--- src/rtl/exec_pkg.sv ---
/*
  Constants, opcodes, flag layout and state encoding for the push, carry-clear,
  return and rotate execution block. Assumes an 8-bit register file and a
  16-bit stack address space outside the block.
*/
// Overview of operation
// - Incrementing push adds one to the user stack pointer before storing.
// - Push stores source into register at the new pointer; flags untouched; opcode 83.
// - Carry-clear forces carry to zero and touches no other flag; opcode CF.
// - Return loads the PC from the stack, then adds two to SP; flags untouched.
// - Byte at SP becomes PC high byte, the next byte the low byte.
// - Execution continues at the reloaded PC; opcode AF, 8 or 10 cycles.
// - Rotate-left moves bit 7 to bit 0 and to the carry.
// - Rotate-left-through-carry puts old carry in bit 0, bit 7 in carry.
// - Rotate-right moves bit 0 to bit 7 and to the carry.
// - After rotate-right Z marks a zero result, S is bit 7, D and H hold.
// - After rotate-right V is set when the sign bit changed.
// - Rotate-right carry is the bit leaving bit 0; opcodes E0 and E1.
package exec_pkg;

  // ==========================================================================
  // Opcodes
  localparam logic [7:0] OPC_PUSH_UP   = 8'h83;
  localparam logic [7:0] OPC_CARRY_CLR = 8'hCF;
  localparam logic [7:0] OPC_RETURN    = 8'hAF;
  localparam logic [7:0] OPC_RR_REG    = 8'hE0;
  localparam logic [7:0] OPC_RR_IND    = 8'hE1;
  localparam logic [7:0] OPC_IND_BIT   = 8'h01;

  // ==========================================================================
  // Cycle counts
  localparam logic [3:0] CYC_PUSH_UP   = 4'h8;
  localparam logic [3:0] CYC_CARRY_CLR = 4'h4;
  localparam logic [3:0] CYC_RET_INT   = 4'h8;
  localparam logic [3:0] CYC_RET_ALT   = 4'hA;
  localparam logic [3:0] CYC_ROTATE    = 4'h4;
  localparam logic [3:0] CNT_FIRST     = 4'h1;
  localparam logic [3:0] CNT_STEP      = 4'h1;

  // ==========================================================================
  // Flag bit positions and pointer steps
  localparam int FLG_C = 7;
  localparam int FLG_Z = 6;
  localparam int FLG_S = 5;
  localparam int FLG_V = 4;
  localparam int FLG_D = 3;
  localparam int FLG_H = 2;
  localparam logic [7:0]  USP_STEP = 8'h01;
  localparam logic [15:0] SP_STEP  = 16'h0002;
  localparam logic [15:0] SP_NEXT  = 16'h0001;

  // ==========================================================================
  // Types
  typedef enum logic [1:0] {ROT_NONE = 2'h0, ROT_RL = 2'h1, ROT_RLC = 2'h2, ROT_RR = 2'h3} rot_mode_t;
  typedef enum logic [2:0] {
    ST_IDLE = 3'h0,
    ST_A    = 3'h1,
    ST_B    = 3'h3,
    ST_C    = 3'h2,
    ST_W    = 3'h6
  } exec_state_t;

endpackage : exec_pkg

--- src/rtl/rot_if.sv ---
/*
  Interface between the sequencer and the rotate unit. Purely combinational
  signals; the sequencer owns timing.
*/
`timescale 1ns/1ps
`default_nettype none
interface rot_if;
  import exec_pkg::*;
  rot_mode_t  mode;
  logic [7:0] din;
  logic       cin;
  logic [7:0] dout;
  logic       cout;
  logic       z;
  logic       s;
  logic       v;
  modport ctrl (output mode, din, cin, input dout, cout, z, s, v);
  modport alu  (input mode, din, cin, output dout, cout, z, s, v);
endinterface : rot_if
`default_nettype wire

--- src/rtl/push_rotate_return_exec.sv ---
/*
  Sequencer for incrementing user push, carry clear, return and the byte
  rotates. Assumes the register file and stack memory read combinationally
  from the registered addresses, and writes take effect on the write strobe.
*/
`timescale 1ns/1ps
`default_nettype none
module push_rotate_return_exec
  import exec_pkg::*;
#(
  parameter logic [7:0] RL_OPC  = 8'h90,
  parameter logic [7:0] RLC_OPC = 8'h10
)
(
  // Clock and reset
  input  wire logic        sys_clk_i,
  input  wire logic        rst_n_i,
  // Instruction issue
  input  wire logic        exec_start_i,
  input  wire logic [7:0]  opcode_i,
  input  wire logic [7:0]  dst_op_i,
  input  wire logic [7:0]  src_op_i,
  input  wire logic        alt_stack_i,
  input  wire logic [7:0]  flags_i,
  input  wire logic [15:0] sp_i,
  output var  logic        busy_o,
  output var  logic        done_o,
  output var  logic        illegal_o,
  // Register file
  input  wire logic [7:0]  rf_rdata_i,
  output var  logic [7:0]  rf_addr_o,
  output var  logic [7:0]  rf_wdata_o,
  output var  logic        rf_we_o,
  // Stack memory and program counter
  input  wire logic [7:0]  mem_rdata_i,
  output var  logic [15:0] mem_addr_o,
  output var  logic [15:0] pc_o,
  output var  logic        pc_we_o,
  output var  logic [15:0] sp_o,
  output var  logic        sp_we_o,
  // Flags
  output var  logic [7:0]  flags_o,
  output var  logic        flags_we_o
);

  // ==========================================================================
  // Elaboration checks
  if (RL_OPC[0] || RLC_OPC[0] || RL_OPC == RLC_OPC)
    $error("left rotate opcodes must be even and distinct");
  // A left rotate pair that overlaps a fixed opcode would decode as two instructions at once.
  if (((RL_OPC | OPC_IND_BIT) inside {OPC_PUSH_UP, OPC_CARRY_CLR, OPC_RETURN, OPC_RR_IND})
      || ((RLC_OPC | OPC_IND_BIT) inside {OPC_PUSH_UP, OPC_CARRY_CLR, OPC_RETURN, OPC_RR_IND}))
    $error("left rotate opcodes collide with a fixed opcode");

  // ==========================================================================
  // Decode
  function automatic rot_mode_t rot_of(input logic [7:0] op);
    logic [7:0] base;
    base = op & ~OPC_IND_BIT;
    if (base == OPC_RR_REG)
      return ROT_RR;
    else if (base == RL_OPC)
      return ROT_RL;
    else if (base == RLC_OPC)
      return ROT_RLC;
    else
      return ROT_NONE;
  endfunction : rot_of

  function automatic logic is_known(input logic [7:0] op);
    return (op == OPC_PUSH_UP) || (op == OPC_CARRY_CLR) || (op == OPC_RETURN) || (rot_of(op) != ROT_NONE);
  endfunction : is_known

  function automatic logic [3:0] op_cycles(input logic [7:0] op, input logic alt);
    case (op)
      OPC_PUSH_UP:   return CYC_PUSH_UP;
      OPC_CARRY_CLR: return CYC_CARRY_CLR;
      OPC_RETURN:    return alt ? CYC_RET_ALT : CYC_RET_INT;
      default:       return CYC_ROTATE;
    endcase
  endfunction : op_cycles

  exec_state_t state_r;
  logic [3:0]  cnt_r;
  logic [3:0]  cyc_r;
  logic [7:0]  op_r;
  logic [7:0]  dst_r;
  logic [7:0]  src_r;
  logic [7:0]  ptr_r;
  logic [7:0]  flags_r;
  logic [15:0] sp_r;
  logic [7:0]  pc_hi_r;
  logic [7:0]  pc_lo_r;
  logic        take;
  logic        is_push;
  logic        is_ret;
  logic        is_ind;
  rot_mode_t   rmode;
  logic        rot_now;

  assign take    = exec_start_i && (state_r == ST_IDLE);
  assign is_push = (op_r == OPC_PUSH_UP);
  assign is_ret  = (op_r == OPC_RETURN);
  assign is_ind  = op_r[0];
  assign rmode   = rot_of(op_r);
  assign rot_now = (rmode != ROT_NONE) && (((state_r == ST_A) && !is_ind) || ((state_r == ST_B) && is_ind));

  rot_if rb ();
  assign rb.mode = rmode;
  assign rb.din  = rf_rdata_i;
  assign rb.cin  = flags_r[FLG_C];

  rotate_unit u_rot (
    .rb (rb)
  );

  // ==========================================================================
  // Sequencing and cycle count
  always_ff @(posedge sys_clk_i or negedge rst_n_i)
  begin
    if (!rst_n_i)
    begin
      state_r   <= ST_IDLE;
      cnt_r     <= 4'h0;
      cyc_r     <= 4'h0;
      busy_o    <= 1'b0;
      done_o    <= 1'b0;
      illegal_o <= 1'b0;
    end
    else
    begin
      done_o    <= 1'b0;
      illegal_o <= exec_start_i && (state_r == ST_IDLE) && !is_known(opcode_i);
      case (state_r)
        ST_IDLE:
        begin
          if (take && is_known(opcode_i))
          begin
            state_r <= ST_A;
            cnt_r   <= CNT_FIRST;
            cyc_r   <= op_cycles(opcode_i, alt_stack_i);
            busy_o  <= 1'b1;
            done_o  <= (op_cycles(opcode_i, alt_stack_i) == CNT_FIRST);
          end
        end
        ST_A:    state_r <= ST_B;
        ST_B:    state_r <= ST_C;
        ST_C:    state_r <= ST_W;
        ST_W:    state_r <= ST_W;
        default: state_r <= ST_IDLE;
      endcase
      if (state_r != ST_IDLE)
      begin
        cnt_r  <= cnt_r + CNT_STEP;
        done_o <= (cnt_r + CNT_STEP == cyc_r);
        // whole instruction takes its printed cycle count
        if (cnt_r == cyc_r)
        begin
          state_r <= ST_IDLE;
          busy_o  <= 1'b0;
        end
      end
    end
  end

  // ==========================================================================
  // Operand latch
  always_ff @(posedge sys_clk_i or negedge rst_n_i)
  begin
    if (!rst_n_i)
    begin
      op_r    <= 8'h00;
      dst_r   <= 8'h00;
      src_r   <= 8'h00;
      flags_r <= 8'h00;
      sp_r    <= 16'h0000;
    end
    else if (take)
    begin
      op_r    <= opcode_i;
      dst_r   <= dst_op_i;
      src_r   <= src_op_i;
      flags_r <= flags_i;
      sp_r    <= sp_i;
    end
  end

  // ==========================================================================
  // Register file port
  always_ff @(posedge sys_clk_i or negedge rst_n_i)
  begin
    if (!rst_n_i)
    begin
      rf_addr_o  <= 8'h00;
      rf_wdata_o <= 8'h00;
      rf_we_o    <= 1'b0;
      ptr_r      <= 8'h00;
    end
    else
    begin
      rf_we_o <= 1'b0;
      if (take)
        rf_addr_o <= dst_op_i;
      else if (rot_now)
      begin
        rf_wdata_o <= rb.dout;
        rf_we_o    <= 1'b1;
      end
      else if (state_r == ST_A && is_push)
      begin
        ptr_r      <= rf_rdata_i + USP_STEP;
        rf_wdata_o <= rf_rdata_i + USP_STEP;
        rf_we_o    <= 1'b1;
      end
      // Only the rotates have an indirect form; other odd opcodes must not move the address.
      else if (state_r == ST_A && is_ind && (rmode != ROT_NONE))
        rf_addr_o <= rf_rdata_i;
      else if (state_r == ST_B && is_push)
        rf_addr_o <= src_r;
      else if (state_r == ST_C && is_push)
      begin
        // store source at the new pointer
        rf_addr_o  <= ptr_r;
        rf_wdata_o <= rf_rdata_i;
        rf_we_o    <= 1'b1;
      end
    end
  end

  // ==========================================================================
  // Stack pop and program counter
  always_ff @(posedge sys_clk_i or negedge rst_n_i)
  begin
    if (!rst_n_i)
    begin
      mem_addr_o <= 16'h0000;
      pc_hi_r    <= 8'h00;
      pc_lo_r    <= 8'h00;
      pc_o       <= 16'h0000;
      pc_we_o    <= 1'b0;
      sp_o       <= 16'h0000;
      sp_we_o    <= 1'b0;
    end
    else
    begin
      pc_we_o <= 1'b0;
      sp_we_o <= 1'b0;
      if (take)
        mem_addr_o <= sp_i;
      else if (is_ret && state_r == ST_A)
      begin
        // first byte is the high byte
        pc_hi_r    <= mem_rdata_i;
        mem_addr_o <= sp_r + SP_NEXT;
      end
      else if (is_ret && state_r == ST_B)
        pc_lo_r <= mem_rdata_i;
      else if (is_ret && state_r == ST_C)
      begin
        // reload PC and advance SP by two in the same cycle
        pc_o    <= {pc_hi_r, pc_lo_r};
        pc_we_o <= 1'b1;
        sp_o    <= sp_r + SP_STEP;
        sp_we_o <= 1'b1;
      end
    end
  end

  // ==========================================================================
  // Flags; push and return never strobe them.
  always_ff @(posedge sys_clk_i or negedge rst_n_i)
  begin
    if (!rst_n_i)
    begin
      flags_o    <= 8'h00;
      flags_we_o <= 1'b0;
    end
    else
    begin
      flags_we_o <= 1'b0;
      if (state_r == ST_A && op_r == OPC_CARRY_CLR)
      begin
        flags_o        <= flags_r;
        flags_o[FLG_C] <= 1'b0;
        flags_we_o     <= 1'b1;
      end
      else if (rot_now)
      begin
        // C Z S V from the rotator, D and H kept
        flags_o        <= flags_r;
        flags_o[FLG_C] <= rb.cout;
        flags_o[FLG_Z] <= rb.z;
        flags_o[FLG_S] <= rb.s;
        flags_o[FLG_V] <= rb.v;
        flags_we_o     <= 1'b1;
      end
    end
  end

  // ==========================================================================
  // Checks
  a_push_ptr_first: assert property (@(posedge sys_clk_i) disable iff (!rst_n_i)
    (state_r == ST_A && is_push) |=> rf_we_o && rf_addr_o == dst_r && rf_wdata_o == $past(rf_rdata_i) + USP_STEP)
    else $error("push did not bump the pointer first");
  a_push_store_new: assert property (@(posedge sys_clk_i) disable iff (!rst_n_i)
    (state_r == ST_C && is_push) |=> rf_we_o && rf_addr_o == ptr_r && rf_wdata_o == $past(rf_rdata_i))
    else $error("push store went to the wrong place");
  a_no_flag_change: assert property (@(posedge sys_clk_i) disable iff (!rst_n_i)
    (busy_o && (is_push || is_ret)) |=> !flags_we_o)
    else $error("push or return touched flags");
  a_carry_clear_only: assert property (@(posedge sys_clk_i) disable iff (!rst_n_i)
    (state_r == ST_A && op_r == OPC_CARRY_CLR) |=> flags_we_o && !flags_o[FLG_C] && flags_o[6:0] == flags_r[6:0])
    else $error("carry clear wrong");
  a_ret_pc_sp: assert property (@(posedge sys_clk_i) disable iff (!rst_n_i)
    (state_r == ST_A && is_ret) |=> ##1 ##1 pc_we_o && sp_we_o && sp_o == sp_r + SP_STEP)
    else $error("return did not reload PC and SP");
  a_ret_byte_order: assert property (@(posedge sys_clk_i) disable iff (!rst_n_i)
    (state_r == ST_A && is_ret) ##1 (state_r == ST_B) |-> ##2 pc_o == {$past(mem_rdata_i, 3), $past(mem_rdata_i, 2)})
    else $error("return byte order wrong");
  a_ret_cycles: assert property (@(posedge sys_clk_i) disable iff (!rst_n_i)
    (take && opcode_i == OPC_RETURN && !alt_stack_i) |=> busy_o [*8] ##1 !busy_o)
    else $error("return cycle count wrong");
  a_rot_left: assert property (@(posedge sys_clk_i) disable iff (!rst_n_i)
    (rot_now && rmode == ROT_RL) |=> rf_wdata_o == {$past(rf_rdata_i[6:0]), $past(rf_rdata_i[7])}
      && flags_o[FLG_C] == $past(rf_rdata_i[7]))
    else $error("rotate left wrong");
  a_rot_left_carry: assert property (@(posedge sys_clk_i) disable iff (!rst_n_i)
    (rot_now && rmode == ROT_RLC) |=> rf_wdata_o == {$past(rf_rdata_i[6:0]), flags_r[FLG_C]}
      && flags_o[FLG_C] == $past(rf_rdata_i[7]))
    else $error("rotate left through carry wrong");
  a_rot_right: assert property (@(posedge sys_clk_i) disable iff (!rst_n_i)
    (rot_now && rmode == ROT_RR) |=> rf_wdata_o == {$past(rf_rdata_i[0]), $past(rf_rdata_i[7:1])}
      && flags_o[FLG_C] == $past(rf_rdata_i[0]))
    else $error("rotate right wrong");
  a_rot_flags: assert property (@(posedge sys_clk_i) disable iff (!rst_n_i)
    rot_now |=> flags_o[FLG_Z] == (rf_wdata_o == 8'h00) && flags_o[FLG_S] == rf_wdata_o[7]
      && flags_o[FLG_D] == flags_r[FLG_D] && flags_o[FLG_H] == flags_r[FLG_H])
    else $error("rotate Z S D H wrong");
  a_rot_overflow: assert property (@(posedge sys_clk_i) disable iff (!rst_n_i)
    rot_now |=> flags_o[FLG_V] == ($past(rf_rdata_i[7]) ^ rf_wdata_o[7]))
    else $error("rotate overflow wrong");

endmodule : push_rotate_return_exec
`default_nettype wire

--- src/rtl/rotate_unit.sv ---
/*
  Combinational byte rotator with flag results. Assumes the caller samples
  the outputs on its own clock.
*/
`timescale 1ns/1ps
`default_nettype none
module rotate_unit
  import exec_pkg::*;
(
  // Rotate operands and results
  rot_if.alu rb
);

  // ==========================================================================
  // Data path
  always_comb
  begin
    case (rb.mode)
      ROT_RL:
      begin
        rb.dout = {rb.din[6:0], rb.din[7]};
        rb.cout = rb.din[7];
      end
      ROT_RLC:
      begin
        rb.dout = {rb.din[6:0], rb.cin};
        rb.cout = rb.din[7];
      end
      ROT_RR:
      begin
        rb.dout = {rb.din[0], rb.din[7:1]};
        rb.cout = rb.din[0];
      end
      default:
      begin
        rb.dout = rb.din;
        rb.cout = rb.cin;
      end
    endcase
  end

  assign rb.z = (rb.dout == 8'h00);
  assign rb.s = rb.dout[7];
  assign rb.v = rb.din[7] ^ rb.dout[7];

endmodule : rotate_unit
`default_nettype wire
--- config.mk ---
export PLATFORM = sky130hd
export DESIGN_NAME = push_rotate_return_exec
export DESIGN_NICKNAME = d
export VERILOG_FILES = /design/src/rtl/exec_pkg.sv /design/src/rtl/rot_if.sv /design/src/rtl/push_rotate_return_exec.sv /design/src/rtl/rotate_unit.sv
export SDC_FILE = /design/constraint.sdc
export NUM_CORES = 1
export LEC_CHECK = 0
export BUFFER_PORTS_ARGS = -buffer_cell sky130_fd_sc_hd__buf_2
export CAP_MARGIN = 10
export CORE_MARGIN = 3
export CORE_UTILIZATION = 57
export CTS_BUF_LIST = sky130_fd_sc_hd__clkbuf_8
export CTS_CLUSTER_DIAMETER = 120
export DETAILED_ROUTE_END_ITERATION = 16
export GPL_ROUTABILITY_DRIVEN = 0
export PLACE_DENSITY = 0.82
export REMOVE_ABC_BUFFERS = 1
export SLEW_MARGIN = 20
export SYNTH_ARGS = -nofsm -noshare
export SYNTH_HDL_FRONTEND = slang
export SYNTH_SLANG_ARGS = --single-unit
--- constraint.sdc ---
create_clock -name sys_clk_i -period 3.53 [get_ports sys_clk_i]
set_input_delay 0.1765 -clock sys_clk_i [delete_from_list [all_inputs] [get_ports sys_clk_i]]
set_output_delay 0.1765 -clock sys_clk_i [all_outputs]
set_load 0.01 [all_outputs]
==> metrics.yaml <==
cts_tree: "built"
timing.final.max_slew_violations: 0
drt-wirelength-per-cell_um: 17.0
max-cap-violations: 0
cts.sinks: 152
post_drt_via_cell_ratio: 5.72
postLayoutSetupSlackWorst_ns: 0.527
groute.layer.met3.usage: 0.0579
worst_path_largest_cell_delay_ns: 0.65
synth-edff-count: 0
post_synth.cell_area_avg_um2: 9.75
row_count: 40
setup_violations_final: 0
share_of_post_route_cells_with_drive_strength_above_1: 0.252
post-cts-setup-buffers: 0
min_path_type: "in2reg"
total_via_count_in_the_routed_design: 6276
cts_htree_levels: 4
ys_seq_area_frac: 0.522
floorplan.die.width_um: 119
clock_buffers_created_by_tritoncts: 17
post_cts_resize_count: 0
synth_top_area_frac: 0.522
mappedNetlistArea_mm2: 0.00728
irDropWorstVdd_mv: 0.357
port-buffer-count: 146
top_cells_by_area_in_the_synthesized_netlist: "dfrtp_1 (52%), nand2_1 (8.6%), mux2_2 (5.6%)"
fin_crit_sh: 0.851
cts_hold_buffers: 46
timing_worst_slew_pin_value_ns: 0.995
dieHeight_um: 119
synth.yosys.warnings: 0
max_clock_freq_mhz: 333
synth-main-ff-cell: "dfrtp_1"
first_pass_grt_wire_length_um: 31200
initial_utilization: 0.594
timing.critical_path.to_type: "register"
synthXorXnorAreaFrac: 0.0469
antenna_violations_before_repair: 0
clock-skew-final_ns: 0.0176
critical_path_class: "reg2reg"
syn-instance-count: 747
placed_cells_incl_taps: 1021
synth.most_common_cell: "nand2_1"
p_leak_uw: 0.00434
die_area_mm2: 0.0142
grt_overflow: 0
final_period_minus_worst_setup_slack_ns: 3.00
wirelength_um: 18700
cp.arrival_ns: 3.34
fin_nets: 994
final_core_utilization: 0.729
post_synth_most_frequent_cells: "nand2_1 (167), dfrtp_1 (152), o21ai_0 (53)"
synth_simple_gate_area_share: 0.188
area_delta_synth_final_pct: 22.6
timing.critical_path.cells: "nand2b_1, o21ai_0, and3_1, inv_1, ha_1, or3_1, a21oi_2, o211ai_4, mux2_2"
pin_count_of_the_biggest_net_entering_global_routing: 110
antennaDiodeCount: 0
grt_setup_unrepaired: "no"
grt.met2_usage: 0.434
power_per_cell_area_mw_per_mm2: 632
run_status: "finished, final reports clean"
drt-initial-drc-count: 544
insertion_delay_of_the_later_clocked_pin_in_the_worst_skew_pair_ns: 0.46
worst_ep_required_ns: 3.86
timing.critical_path.from_type: "register"
ys_seq_elements: 152
max_slew_margin: 0.337
maximum_number_of_buffers_from_clock_root_to_sink: 2
post-route-drc-count: 0
netlist-cell-type-count: 59
synth_top_cell_by_area: "dfrtp_1"
slowest_stage: "or3_1"
grt_util_met1: 0.362
synthAdderAreaFrac: 0.0137
area_fraction_in_compound_gates_after_synthesis: 0.128
async_reset_ff_frac: 1.00
cts.clk_slew.worst_paths_ns: 0.08
grt.busiest_layer: "met2"
stdcell_count: 1097
floorplan.core_area_mm2: 0.0123
post_synth_mux_area_share: 0.0630
main_combinational_cell_family_by_area_after_synthesis: "simple AND/OR/NAND/NOR gates"
pre_cts_ws_ns: 0.605
grt_usage: 0.271
route.antenna.remaining_nets: 0
num_io_pins: 147
regToRegSetupSlack_ns: 0.53
hpwl_after_detailed_placement_um: 12500
worst-path-max-fanout: 14
via_count_of_the_first_global_routing_pass: 6321
drt_first_pass_iters: 5
total_count_of_hold_check_failures_in_the_final_report: 0
clock-root-buffer: "clkbuf_8"
==> cell usage in the layout, fill, tap and decap left out, types with 6 or more instances in the layout <==
cell type and instances:
or3_1 6, mux2_2 36, nand3_1 16, buf_2 145, nor2_1 37, o22ai_1 11
nand2_1 167, clkbuf_8 18, dfrtp_1 152, a221oi_1 14, o21ai_0 53, ha_1 8
xor2_1 19, a22o_1 7, dlygate4sd3_1 46, a21oi_1 24, xnor2_1 20, buf_4 10
inv_1 22, nor3_1 15
==> power by group <==
part / internal (µW) / switching [µW] / total [µW]
clock network: 567 / 658 / 1220
logic: 765 / 990 / 1750
registers: 2210 / 454 / 2670
==> state kept, by name (all words and copies together), names as in the netlist, 16 cells and up <==
| register | cells |
|---|---|
| mem_addr_o | 16 |
| pc_o | 16 |
| sp_o | 16 |
| sp_r | 16 |
==> worst paths after layout <==
path                                   from             end  cells after the start
worst min-delay path            opcode_i[3]         op_r[3]                      3
min in group asynchronous           rst_n_i        pc_o[12]                      2
worst min register to register   flags_r[0]      flags_r[0]                      2
max in group asynchronous           rst_n_i  mem_addr_o[10]                      3
worst max register to register      op_r[6]    rf_addr_o[7]                      9
worst max-delay path                op_r[6]    rf_addr_o[7]                      9
==> layout make-up <==
| class | count | area (µm²) |
|---|---|---|
| Sequential cell | 152 | 3800 |
| Fill cell | 860 | 3330 |
| Multi-Input combinational cell | 524 | 3220 |
| Timing Repair Buffer | 202 | 1270 |
| Clock buffer | 18 | 248 |
| Tap cell | 168 | 210 |
| Clock inverter | 12 | 104 |
| Inverter | 21 | 78.8 |
==> cell families after synthesis <==
family | Yosys count
fa+ha+maj | 8
compound gates | 143
flops | 152
xor+xnor | 39
simple gates | 293
buf+inv | 71
mux | 41
==> critical path, delay by kind of cell (launching register included) <==
family,cells,cell delay [ns]
flip-flops,1,0.44
adder cells (fa/ha/maj),1,0.36
buffers and inverters,1,0.08
AND/OR/NAND/NOR,3,1.08
multiplexers,1,0.33
AO/OA/AOI/OAI,3,0.62
==> metrics by stage <==
stage                     hold slack (ns)  TNS, ns  power [µW]  cell area (µm²)
final                              0.0282        0        5640             8930
after global routing               0.0307        0        6010             8930
after CTS                         0.00187        0        5640             8930
after detailed placement            0.371        0        4390             8120
after global placement              0.363        0        4270             8120
after floorplan                    -0.119    -5.95        3700             7090
==> layer usage <==
layer | routed length [µm] | vias to the layer above | part of all wire
met3 | 1140 | 38 | 0.061
met2 | 9040 | 271 | 0.48
met5 | 0 | - | 0
met1 | 8010 | 3033 | 0.43
met4 | 468 | 0 | 0.025
li1 | - | 2934 | -
(Power assumes the default switching activity.)
